**src/pmbst_pkg.sv**
```systemverilog
// Purpose: Shared constants for the power module status and telemetry register bank.
// Assumes: Command codes are 8 bits and every data word is 16 bits, byte values in the low byte.
// Notes: Status flags live in one 40-bit vector, five bytes, in the order listed below.
package pmbst_pkg;
   // Command codes of the registers in this bank.
   localparam logic [7:0] CMD_STATUS_SUMMARY = 8'h79;
   localparam logic [7:0] CMD_OUTPUT_VOLTAGE_STATUS = 8'h7a;
   localparam logic [7:0] CMD_OUTPUT_CURRENT_STATUS = 8'h7b;
   localparam logic [7:0] CMD_INPUT_STATUS = 8'h7c;
   localparam logic [7:0] CMD_TEMPERATURE_STATUS = 8'h7d;
   localparam logic [7:0] CMD_COMMUNICATION_STATUS = 8'h7e;
   localparam logic [7:0] CMD_INPUT_VOLTAGE_READING = 8'h88;
   localparam logic [7:0] CMD_OUTPUT_VOLTAGE_READING = 8'h8b;
   localparam logic [7:0] CMD_OUTPUT_CURRENT_READING = 8'h8c;
   localparam logic [7:0] CMD_TEMPERATURE_READING = 8'h8d;
   localparam logic [7:0] CMD_MODULE_TYPE_WORD = 8'hd0;

   // Geometry of the flag vector.
   localparam int unsigned STATUS_BYTES = 5;
   localparam int unsigned FLAG_W = 40;
   localparam int unsigned BYTE_VOUT = 0;
   localparam int unsigned BYTE_IOUT = 1;
   localparam int unsigned BYTE_INPUT = 2;
   localparam int unsigned BYTE_TEMP = 3;
   localparam int unsigned BYTE_CML = 4;

   // Bit positions of the supported flags inside their bytes.
   localparam int unsigned BIT_VOUT_OV_FAULT = 7;
   localparam int unsigned BIT_IOUT_OC_FAULT = 7;
   localparam int unsigned BIT_IOUT_OC_WARN = 5;
   localparam int unsigned BIT_VIN_OV_FAULT = 7;
   localparam int unsigned BIT_VIN_UV_FAULT = 4;
   localparam int unsigned BIT_UNIT_OFF_LOW_VIN = 3;
   localparam int unsigned BIT_OT_FAULT = 7;
   localparam int unsigned BIT_OT_WARN = 6;
   localparam int unsigned BIT_INVALID_CMD = 7;
   localparam int unsigned BIT_INVALID_DATA = 6;
   localparam int unsigned BIT_PEC_FAILED = 5;

   // Supported-bit masks; every other bit is held at zero.
   localparam logic [7:0] MASK_VOUT = 8'h80;
   localparam logic [7:0] MASK_IOUT = 8'ha0;
   localparam logic [7:0] MASK_INPUT = 8'h98;
   localparam logic [7:0] MASK_TEMP = 8'hc0;
   localparam logic [7:0] MASK_CML = 8'he0;

   // Summary word bit positions.
   localparam int unsigned SUM_VOUT = 15;
   localparam int unsigned SUM_IOUT = 14;
   localparam int unsigned SUM_INPUT = 13;
   localparam int unsigned SUM_PWR_NOT_GOOD = 11;
   localparam int unsigned SUM_OUTPUT_OFF = 6;
   localparam int unsigned SUM_VOUT_OV = 5;
   localparam int unsigned SUM_IOUT_OC = 4;
   localparam int unsigned SUM_VIN_UV = 3;
   localparam int unsigned SUM_TEMP = 2;
   localparam int unsigned SUM_CML = 1;

   // Module type word layout and reset values.
   localparam int unsigned TYPE_NAME_LSB = 2;
   localparam int unsigned TYPE_NAME_W = 6;
   localparam int unsigned TYPE_WPE_BIT = 1;
   localparam logic TYPE_WPE_RESET = 1'b1;
   localparam logic [5:0] TYPE_NAME_DEFAULT = 6'h15;
   localparam logic [15:0] WORD_RESET = 16'h0000;
   localparam logic [39:0] FLAGS_RESET = 40'h00_0000_0000;
endpackage

```
**src/pmbst_flags.sv**
```systemverilog
// Purpose: Bank of sticky flags, set by hardware and cleared by writing one.
// Assumes: Set and clear vectors are single-cycle terms on core_clk_i.
// Notes: A set arriving with a clear of the same bit wins, so no event is lost.
module pmbst_flags #(
   parameter int unsigned W = 40
) (
   input wire logic core_clk_i,
   input wire logic resetn_i,
   input wire logic [W-1:0] set_i,
   input wire logic [W-1:0] clr_i,
   output logic [W-1:0] flags_o
);
   // All state of this module.
   typedef struct packed {
      logic [W-1:0] flags;
   } pmbst_flags_state_t;

   pmbst_flags_state_t st; // Current state.
   pmbst_flags_state_t next_st; // Next state.

   // Clear first, then set, so a simultaneous set survives.
   always_comb begin
      next_st = st;
      next_st.flags = (st.flags & ~clr_i) | set_i;
   end

   // Flags reset to zero and otherwise hold until cleared.
   always_ff @(posedge core_clk_i or negedge resetn_i) begin
      if (!resetn_i) begin
         st.flags <= '0;
      end else begin
         st <= next_st;
      end
   end

   assign flags_o = st.flags;
endmodule

```
**src/pmbst_regs.sv**
```systemverilog
// Purpose: Status, telemetry and module type registers of the power module command port.
// Assumes: Fault detector levels are asynchronous; commands and readings are on core_clk_i.
// Notes: A read answers one cycle after the command with rsp_valid_o and rsp_data_o.
//
// Overview of operation
// Output voltage status: only overvoltage fault bit 7.
// Output current status: fault bit 7, warning bit 5.
// Input status: OV bit 7, UV 4, off 3.
// Temperature status: fault bit 7, warning bit 6.
// Comms status: bad command, bad data, PEC.
// Four telemetry reads return current measured values.
// Type word: name in 7:2, high byte and bit 0 reserved zero.
// Type word bit 1 is writable write protect.
// Summary word aggregates the detailed status bytes.
// Unsupported bits zero; supported flags stay latched.
// Host clears a flag by writing one.
module pmbst_regs #(
   parameter logic [5:0] MODULE_NAME = pmbst_pkg::TYPE_NAME_DEFAULT // Arbitrary value.
) (
   input wire logic core_clk_i,
   input wire logic resetn_i,
   input wire logic cmd_valid_i,
   input wire logic [7:0] cmd_code_i,
   input wire logic cmd_write_i,
   input wire logic [15:0] cmd_wdata_i,
   input wire logic cmd_pec_err_i,
   input wire logic vout_ov_fault_i,
   input wire logic iout_oc_fault_i,
   input wire logic iout_oc_warn_i,
   input wire logic vin_ov_fault_i,
   input wire logic vin_uv_fault_i,
   input wire logic unit_off_low_vin_i,
   input wire logic ot_fault_i,
   input wire logic ot_warn_i,
   input wire logic power_good_i,
   input wire logic output_off_i,
   input wire logic [15:0] vin_meas_i,
   input wire logic [15:0] vout_meas_i,
   input wire logic [15:0] iout_meas_i,
   input wire logic [15:0] temp_meas_i,
   output logic rsp_valid_o,
   output logic [15:0] rsp_data_o,
   output logic write_protect_enable_o
);
   // Number of asynchronous detector levels brought through synchronisers.
   localparam int unsigned NSYNC = 10;

   // All state of this module apart from the sticky flags.
   typedef struct packed {
      logic [NSYNC-1:0] sync1; // First stage, read only by the second.
      logic [NSYNC-1:0] sync2; // Second stage, safe to use.
      logic [15:0] vin; // Latest input voltage reading.
      logic [15:0] vout; // Latest output voltage reading.
      logic [15:0] iout; // Latest output current reading.
      logic [15:0] temp; // Latest temperature reading.
      logic write_protect_enable; // Write protect enable.
      logic rsp_valid; // Read answer strobe.
      logic [15:0] rsp_data; // Read answer word.
   } pmbst_state_t;

   pmbst_state_t st; // Current state.
   pmbst_state_t next_st; // Next state.
   logic [pmbst_pkg::FLAG_W-1:0] flags; // Sticky status flags.
   logic [pmbst_pkg::FLAG_W-1:0] flag_set; // Hardware set terms.
   logic [pmbst_pkg::FLAG_W-1:0] flag_clr; // Host clear terms.
   logic [NSYNC-1:0] raw_det; // Detector levels before synchronising.
   logic [7:0] b_vout; // Visible status bytes.
   logic [7:0] b_iout;
   logic [7:0] b_input;
   logic [7:0] b_temp;
   logic [7:0] b_cml;
   logic [15:0] summary; // Aggregated summary word.
   logic [15:0] type_word; // Module type word as read.

   assign raw_det = {output_off_i, power_good_i, ot_warn_i, ot_fault_i, unit_off_low_vin_i,
                     vin_uv_fault_i, vin_ov_fault_i, iout_oc_warn_i, iout_oc_fault_i,
                     vout_ov_fault_i};

   // Sticky flag storage, one bank for all five status bytes.
   pmbst_flags #(
      .W(pmbst_pkg::FLAG_W)
   ) u_flags (
      .core_clk_i(core_clk_i),
      .resetn_i(resetn_i),
      .set_i(flag_set),
      .clr_i(flag_clr),
      .flags_o(flags)
   );

   // Masking keeps unsupported and reserved positions at zero on every read.
   assign b_vout = flags[8*pmbst_pkg::BYTE_VOUT +: 8] & pmbst_pkg::MASK_VOUT;
   assign b_iout = flags[8*pmbst_pkg::BYTE_IOUT +: 8] & pmbst_pkg::MASK_IOUT;
   assign b_input = flags[8*pmbst_pkg::BYTE_INPUT +: 8] & pmbst_pkg::MASK_INPUT;
   assign b_temp = flags[8*pmbst_pkg::BYTE_TEMP +: 8] & pmbst_pkg::MASK_TEMP;
   assign b_cml = flags[8*pmbst_pkg::BYTE_CML +: 8] & pmbst_pkg::MASK_CML;

   // Summary word; fan, vendor, unknown, busy and none-of-above bits stay zero.
   always_comb begin
      summary = pmbst_pkg::WORD_RESET;
      summary[pmbst_pkg::SUM_VOUT] = |b_vout;
      summary[pmbst_pkg::SUM_IOUT] = |b_iout;
      summary[pmbst_pkg::SUM_INPUT] = |b_input;
      summary[pmbst_pkg::SUM_PWR_NOT_GOOD] = ~st.sync2[8];
      summary[pmbst_pkg::SUM_OUTPUT_OFF] = st.sync2[9];
      summary[pmbst_pkg::SUM_VOUT_OV] = b_vout[pmbst_pkg::BIT_VOUT_OV_FAULT];
      summary[pmbst_pkg::SUM_IOUT_OC] = b_iout[pmbst_pkg::BIT_IOUT_OC_FAULT];
      summary[pmbst_pkg::SUM_VIN_UV] = b_input[pmbst_pkg::BIT_VIN_UV_FAULT];
      summary[pmbst_pkg::SUM_TEMP] = |b_temp;
      summary[pmbst_pkg::SUM_CML] = |b_cml;
   end

   // Type word: high byte and bit 0 reserved at zero, name fixed, write protect stored.
   always_comb begin
      type_word = pmbst_pkg::WORD_RESET;
      type_word[pmbst_pkg::TYPE_NAME_LSB +: pmbst_pkg::TYPE_NAME_W] = MODULE_NAME;
      type_word[pmbst_pkg::TYPE_WPE_BIT] = st.write_protect_enable;
   end

   // Command decode, flag set and clear terms, and the next register state.
   always_comb begin
      logic known;
      logic readonly;
      logic wr;
      logic [15:0] legal;
      known = 1'b0;
      readonly = 1'b0;
      wr = 1'b0;
      legal = pmbst_pkg::WORD_RESET;
      next_st = st;
      flag_set = pmbst_pkg::FLAGS_RESET;
      flag_clr = pmbst_pkg::FLAGS_RESET;
      next_st.sync1 = raw_det;
      next_st.sync2 = st.sync1;
      // Readings follow the measurement path every cycle so reads are always current.
      next_st.vin = vin_meas_i;
      next_st.vout = vout_meas_i;
      next_st.iout = iout_meas_i;
      next_st.temp = temp_meas_i;
      next_st.rsp_valid = 1'b0;
      // Detector levels set flags every cycle they are present.
      flag_set[8*pmbst_pkg::BYTE_VOUT + pmbst_pkg::BIT_VOUT_OV_FAULT] = st.sync2[0];
      flag_set[8*pmbst_pkg::BYTE_IOUT + pmbst_pkg::BIT_IOUT_OC_FAULT] = st.sync2[1];
      flag_set[8*pmbst_pkg::BYTE_IOUT + pmbst_pkg::BIT_IOUT_OC_WARN] = st.sync2[2];
      flag_set[8*pmbst_pkg::BYTE_INPUT + pmbst_pkg::BIT_VIN_OV_FAULT] = st.sync2[3];
      flag_set[8*pmbst_pkg::BYTE_INPUT + pmbst_pkg::BIT_VIN_UV_FAULT] = st.sync2[4];
      flag_set[8*pmbst_pkg::BYTE_INPUT + pmbst_pkg::BIT_UNIT_OFF_LOW_VIN] = st.sync2[5];
      flag_set[8*pmbst_pkg::BYTE_TEMP + pmbst_pkg::BIT_OT_FAULT] = st.sync2[6];
      flag_set[8*pmbst_pkg::BYTE_TEMP + pmbst_pkg::BIT_OT_WARN] = st.sync2[7];
      if (cmd_valid_i) begin
         if (cmd_pec_err_i) begin
            // A corrupted packet is dropped whole; only the PEC flag records it.
            flag_set[8*pmbst_pkg::BYTE_CML + pmbst_pkg::BIT_PEC_FAILED] = 1'b1;
         end else begin
            wr = cmd_write_i;
            case (cmd_code_i)
               pmbst_pkg::CMD_STATUS_SUMMARY: begin
                  known = 1'b1;
                  readonly = 1'b1;
                  next_st.rsp_data = summary;
               end
               pmbst_pkg::CMD_OUTPUT_VOLTAGE_STATUS: begin
                  known = 1'b1;
                  next_st.rsp_data = {8'h00, b_vout};
                  flag_clr[8*pmbst_pkg::BYTE_VOUT +: 8] = wr ? cmd_wdata_i[7:0] : 8'h00;
               end
               pmbst_pkg::CMD_OUTPUT_CURRENT_STATUS: begin
                  known = 1'b1;
                  next_st.rsp_data = {8'h00, b_iout};
                  flag_clr[8*pmbst_pkg::BYTE_IOUT +: 8] = wr ? cmd_wdata_i[7:0] : 8'h00;
               end
               pmbst_pkg::CMD_INPUT_STATUS: begin
                  known = 1'b1;
                  next_st.rsp_data = {8'h00, b_input};
                  flag_clr[8*pmbst_pkg::BYTE_INPUT +: 8] = wr ? cmd_wdata_i[7:0] : 8'h00;
               end
               pmbst_pkg::CMD_TEMPERATURE_STATUS: begin
                  known = 1'b1;
                  next_st.rsp_data = {8'h00, b_temp};
                  flag_clr[8*pmbst_pkg::BYTE_TEMP +: 8] = wr ? cmd_wdata_i[7:0] : 8'h00;
               end
               pmbst_pkg::CMD_COMMUNICATION_STATUS: begin
                  known = 1'b1;
                  next_st.rsp_data = {8'h00, b_cml};
                  flag_clr[8*pmbst_pkg::BYTE_CML +: 8] = wr ? cmd_wdata_i[7:0] : 8'h00;
               end
               pmbst_pkg::CMD_INPUT_VOLTAGE_READING: begin
                  known = 1'b1;
                  readonly = 1'b1;
                  next_st.rsp_data = st.vin;
               end
               pmbst_pkg::CMD_OUTPUT_VOLTAGE_READING: begin
                  known = 1'b1;
                  readonly = 1'b1;
                  next_st.rsp_data = st.vout;
               end
               pmbst_pkg::CMD_OUTPUT_CURRENT_READING: begin
                  known = 1'b1;
                  readonly = 1'b1;
                  next_st.rsp_data = st.iout;
               end
               pmbst_pkg::CMD_TEMPERATURE_READING: begin
                  known = 1'b1;
                  readonly = 1'b1;
                  next_st.rsp_data = st.temp;
               end
               pmbst_pkg::CMD_MODULE_TYPE_WORD: begin
                  known = 1'b1;
                  next_st.rsp_data = type_word;
                  // Only the write protect bit may change; other bits must match the read value.
                  legal = type_word;
                  legal[pmbst_pkg::TYPE_WPE_BIT] = cmd_wdata_i[pmbst_pkg::TYPE_WPE_BIT];
                  if (wr) begin
                     if (cmd_wdata_i == legal) begin
                        next_st.write_protect_enable = cmd_wdata_i[pmbst_pkg::TYPE_WPE_BIT];
                     end else begin
                        flag_set[8*pmbst_pkg::BYTE_CML + pmbst_pkg::BIT_INVALID_DATA] = 1'b1;
                     end
                  end
               end
               default: begin
                  known = 1'b0;
               end
            endcase
            // Unknown codes and writes to read-only words count as unsupported commands.
            if (!known || (wr && readonly)) begin
               flag_set[8*pmbst_pkg::BYTE_CML + pmbst_pkg::BIT_INVALID_CMD] = 1'b1;
            end
            // A good read of a known code is answered on the next cycle.
            if (known && !wr) begin
               next_st.rsp_valid = 1'b1;
            end
         end
      end
   end

   // One register process; constants only under reset.
   always_ff @(posedge core_clk_i or negedge resetn_i) begin
      if (!resetn_i) begin
         st.sync1 <= '0;
         st.sync2 <= '0;
         st.vin <= pmbst_pkg::WORD_RESET;
         st.vout <= pmbst_pkg::WORD_RESET;
         st.iout <= pmbst_pkg::WORD_RESET;
         st.temp <= pmbst_pkg::WORD_RESET;
         st.write_protect_enable <= pmbst_pkg::TYPE_WPE_RESET;
         st.rsp_valid <= 1'b0;
         st.rsp_data <= pmbst_pkg::WORD_RESET;
      end else begin
         st <= next_st;
      end
   end

   assign rsp_valid_o = st.rsp_valid;
   assign rsp_data_o = st.rsp_data;
   assign write_protect_enable_o = st.write_protect_enable;
endmodule

```
**config.mk**
```make
export PLATFORM = sky130hd
export DESIGN_NAME = pmbst_regs
export DESIGN_NICKNAME = d
export VERILOG_FILES = /design/src/pmbst_pkg.sv /design/src/pmbst_flags.sv /design/src/pmbst_regs.sv
export SDC_FILE = /design/constraint.sdc
export NUM_CORES = 1
export LEC_CHECK = 0
export ABC_AREA = 0
export BUFFER_PORTS_ARGS = -buffer_cell sky130_fd_sc_hd__buf_2
export CAP_MARGIN = 20
export CORE_MARGIN = 2
export CORE_UTILIZATION = 52
export CTS_CLUSTER_DIAMETER = 30
export DETAILED_ROUTE_END_ITERATION = 7
export HOLD_SLACK_MARGIN = 0.1
export PLACE_DENSITY_LB_ADDON = 0.1
export SYNTH_ARGS = -nofsm -noshare
export SYNTH_HDL_FRONTEND = slang
export SYNTH_SLANG_ARGS = --single-unit
```
**constraint.sdc**
```tcl
create_clock -name core_clk_i -period 1.6 [get_ports core_clk_i]
set_input_delay 0.24 -clock core_clk_i [delete_from_list [all_inputs] [get_ports core_clk_i]]
set_output_delay 0.24 -clock core_clk_i [all_outputs]
set_load 0.02 [all_outputs]
```
; ---- After elaboration in Yosys (flattened, before gate mapping)
; Index checks and enable logic that the tools add are counted.
[word_totals]
rom_bits = 0
reg_bits = 142
memories = 0
in_bits = 103
latchBits = 0
word_cells = 66
output_inout_bits = 18
ramBits = 0
[classes]
n_eq_ne = 12
n_mux = 25
n_mul = 0
n_reduce_logical = 14
add_sub_neg = 0
n_bitwise = 5
div_mod_pow = 0
magnitude_cmp = 0
shift = 0
[op_table]
columns = op, n
row1 = 16-bit one-hot mux with 11 select lines, 1
row2 = 40-bit two-way mux, 2
row3 = "8-bit by 7-bit equality test with 1-bit output, second input constant", 6
row4 = 8-bit two-way mux, 6
row5 = 40-bit bitwise AND, 1
row6 = "8-bit equality test, second input constant", 5
row7 = 40-bit inverter, 1
row8 = 40-bit OR, 1
row9 = 17-bit two-way mux, 2
row10 = "15-bit by 6-bit equality test with 1-bit output, second input constant", 1
row11 = 1-bit two-way mux, 12
row12 = 11-bit nonzero test, 1
row13 = 11-bit OR reduction, 1
row14 = 3-bit OR reduction, 2
row15 = 5-bit AND reduction, 1
row16 = 5-bit OR reduction, 1
row17 = 2-bit OR reduction, 2
row18 = 3-bit two-way mux, 1
row19 = 3-bit AND reduction, 1
row20 = 1-bit logical AND, 2
row21 = 1-bit zero test, 2
row22 = 2-bit two-way mux, 1
row23 = 1-bit inverter, 2
row24 = 1-bit logical OR, 1

; ---- Longest topological paths before layout
[logic_depth]
word_depth = 11
mapped_depth = 8
mapped_depth_nobuf = 6

; ---- By module
; From an unflattened synthesis, not the netlist that was laid out.
[unflattened]
hier_cells = 464
area_unflattened_um2 = 5659.2
[modules_own_cells]
columns = module, seq_area_each_um2, area_per_inst_um2, n_inst, cells_per_inst
row1 = pmbst_regs, 2553.7, 4207.8, 1, 344
row2 = pmbst_flags, 1001.0, 1451.4, 1, 120

; ---- Worst setup path before layout
; No wires, ideal clock.
[synth_path]
kind = input to register
startpoint = in cmd_code_i[1]
endpoint = reg st (netlist bit rsp_data_o[4])
arrival_ns = 1.888
setup_slack_ns = -0.410
path_buffers = 1
t_required_ns = 1.478
path_stages = 7
setup_time_ns = 0.122
cell_sequence = buf_4 nor2_1 nand4b_1 o211ai_1 a211oi_2 or4_1 a32o_1
[synth_between]
elab_chain_len = 3
word_cells_on_any_way = 14
[synth_rtl]
columns = element, line_no
row1 = start: declaration, pmbst_regs.sv:23  ; input wire logic [7:0] cmd_code_i,
row2 = 8-bit equality test / 8-bit by 7-bit equality test with 1-bit output (equally long branches), pmbst_regs.sv:155  ; case (cmd_code_i)
row3 = 11-bit nonzero test (no line), --
row4 = 3-bit AND reduction (no line), --
row5 = end signal: assignment, pmbst_regs.sv:249  ; st <= next_st;
row6 = end: declaration, pmbst_regs.sv:61  ; pmbst_state_t st;
; Several ways; a longest one is shown, not always the timed one.
; A chain may end at the register's enable or synchronous reset.

; ---- Final worst setup path
[layout_path]
startpoint = in cmd_code_i[6]
endpoint = reg st (netlist bit rsp_data_o[4])
; The elaborated chain is that of the path after synthesis.

==> metrics.txt <==
status completed; first-pass GRT wire length 22400 um; worst-path fanout max 5; area share of fa/ha/maj cells after synthesis 0; drt drc 0; clk slew on worst S/H paths 0.06 ns; M1 wire length 5740 um; area delta synth->final 62.5%; worst slew pin tran 0.582 ns; vias after detailed routing 4187; Finished Layout Cells 737; Post-synth top cells 112 x dfrtp_1, 30 x nand2_1, 23 x a22oi_1, 21 x o21ai_0, 19 x nor2_1; clk buf depth 2; worst hold path class input port to register; Data arrival, critical path 1.98 ns; Die X 95.1 um; core area 8130 um^2; Compound-Gate Fraction of Synth Area 0.169; synthesized area 4320 um^2; H-tree levels 4; DRT Wirelength 14900 um; die area 9050 um^2; Fillers 403; top-count cell post-synth dfrtp_1; asr flop ratio synth 1.00; share of layout cells above drive strength 1 0.411; met2 WL post-DR 7710 um; mux contribution to synthesized area 0.0119; Final Hold Fails 0; Simple-Gate Fraction of Synth Area 0.119; CTS tree yes; GP Congestion 0.892; Synth Flop Type dfrtp_1; Yosys cell types 56; port bufs 120; vias per inst 5.68; largest net degree at the start of global routing 114; Synth Instances 352; Syn. warnings 0; area post-placement 5490 um^2; Synth top area share 0.649; post-route cell area 7020 um^2; Slew Limit Fails 0; Inst Count DP 617; critical path class input port to register; crit end category register; P_leak 3.18 nW; Routed Antenna Nets 0; CP startpoint kind input port; WL per Instance 20.2 um; number of synthesized flops with an enable pin 0; worst skew pair latency 0.51 ns; dpl hpwl 8690 um; main combinational cell family by area after synthesis compound AO/OA/AOI/OAI gates; IO Count 121; vias in the first global route 4278; # clock sinks 113; unrepaired setup endpoints after global routing yes; initial core utilization 0.531; VDD IR max 938 uV; fmax 627 MHz; #FFs+latches synth 113; FP Rows 33; Slew headroom 0.612; Setup Skew 0.0122 ns; grt ovf 0; top cells by area, synth dfrtp_1 65%, a22oi_1 4.0%, buf_4 3.0%, nand2_1 2.6%, o21ai_0 2.4%; period utilisation layout 0.998; Net Count, Synth 455; maxcap violations 0; Top Metal Used met4; Starting DRT DRC Count 317; Final setup viols 0; post-synth top area cell dfrtp_1; ANT cells 0; die extent in y 95.1 um; Synth Area per Inst 12.3 um^2; total track usage 0.345; Pre-antenna DRT Iters 5; Met3 Wirelength 949 um; initial antenna violation count 0; PwrDens 1090 nW/um^2; xor and xnor fraction of the mapped netlist area 0; Critical Path RT 1.99 ns; CTS Buf Count 17; register area share after synthesis 0.655; nets 723; min Tclk post-route 1.60 ns; root buffer cell clkbuf_8
[per-stage QoR]
step                      setup TNS (ns)  total power (W)  worst slack (ns)   util  hold WS (ns)
after floorplan                    -1.82          0.00357            -0.333      -       -0.0556
after global placement             -6.93          0.00387            -0.561  0.675         0.331
after detailed placement           -7.46          0.00390            -0.611  0.675         0.335
after CTS                              0          0.00763           0.00983  0.846         0.127
after global routing              -0.104          0.00793           -0.0560  0.863         0.154
final                                  0          0.00767           0.00396  0.863         0.145
[where the power goes]
group | switching [W] | internal, W
Clock | 0.00137 | 0.00224
Sequential | 0.0000992 | 0.00305
Combinational | 0.000463 | 0.000451
[state kept, by name, summed over array words and instances (netlist names)]
register and cells:
flag_set 8, next_st 10, rsp_data_o 16, rsp_valid_o 1, st 66, u_flags.flags_o 11
write_protect_enable_o 1
[cell usage in the layout, fill, tap and decap left out, drive strengths merged, types with 2 or more instances in the layout]
master       netlist  final
bufinv             0      2
clkbuf            12     19
clkinvlp           0      6
or2                2      2
nand4              3      3
o22ai              2      2
o211ai             3      3
nand2             30     30
clkinv             1      4
nand3             12     12
nor2              19     19
and2               3      3
a22oi             23     23
nor4b              3      3
nand2b             2      2
dlygate4sd3        0     82
o221ai             2      2
o21ai             26     26
a22o               6      6
a21oi             10     10
nand4b             2      2
a21o               8      8
nor3              11     11
mux2i              4      4
a211oi             2      2
a32o               5      5
buf               19    197
nor2b              3      3
inv                3      5
a2111oi            2      2
dfrtp            112    112
nor4               2      2
[cells by family after synthesis]
logic type / after synthesis
AND/OR/NAND/NOR: 98
flip-flops: 113
AO/OA/AOI/OAI: 101
buffers and inverters: 35
multiplexers: 5
[final timing paths]
path | start | to | slack [ns] | depth (start not counted)
setup / recovery | cmd_code_i[6] | rsp_data_o[4] | 0.004 | 6
hold / removal | cmd_wdata_i[3] | u_flags.flags_o[19] | 0.15 | 4
setup reg to reg | st[72] | rsp_data_o[6] | 0.05 | 5
hold reg to reg | next_st[82] | flag_set[7] | 0.35 | 0
max in group asynchronous | resetn_i | st[57] | 0.80 | 3
min in group asynchronous | resetn_i | st[28] | 0.35 | 3
[worst max-delay path, stage by stage]
cell and delay, ns:
buf_2 0.15, or4b_4 0.58, o32ai_4 0.17, a211oi_2 0.09, or4_4 0.49, a32o_1 0.27
[layout make-up]
type                    instances  area, um^2  share of cell area
multi-input cells             204        1410               0.201
inverters                       4        15.0             0.00214
repair buffers                280        2070               0.294
flip-flops and latches        113        2830               0.403
clock buffers                  18         428              0.0610
well taps                     105         131              0.0187
clock inverters                13         138              0.0196
[per-layer routing]
metal | track usage | vias up
li1 | - | 1815
met4 | 0.194 | 0
met2 | 0.573 | 261
met1 | 0.420 | 2068
met3 | 0.0680 | 43
met5 | 0 | -
[timing repair]
action | 4_1_cts | 5_1_grt
resized for setup | 2 | 23
hold endpoints to repair | 192 | 0
hold buffers | 82 | 0
gates cloned | 0 | 0
setup endpoints to repair | 1 | 12
setup buffers | 0 | 7
pin swaps | 0 | 12
No activity file was read; power rests on OpenSTA's default activity.
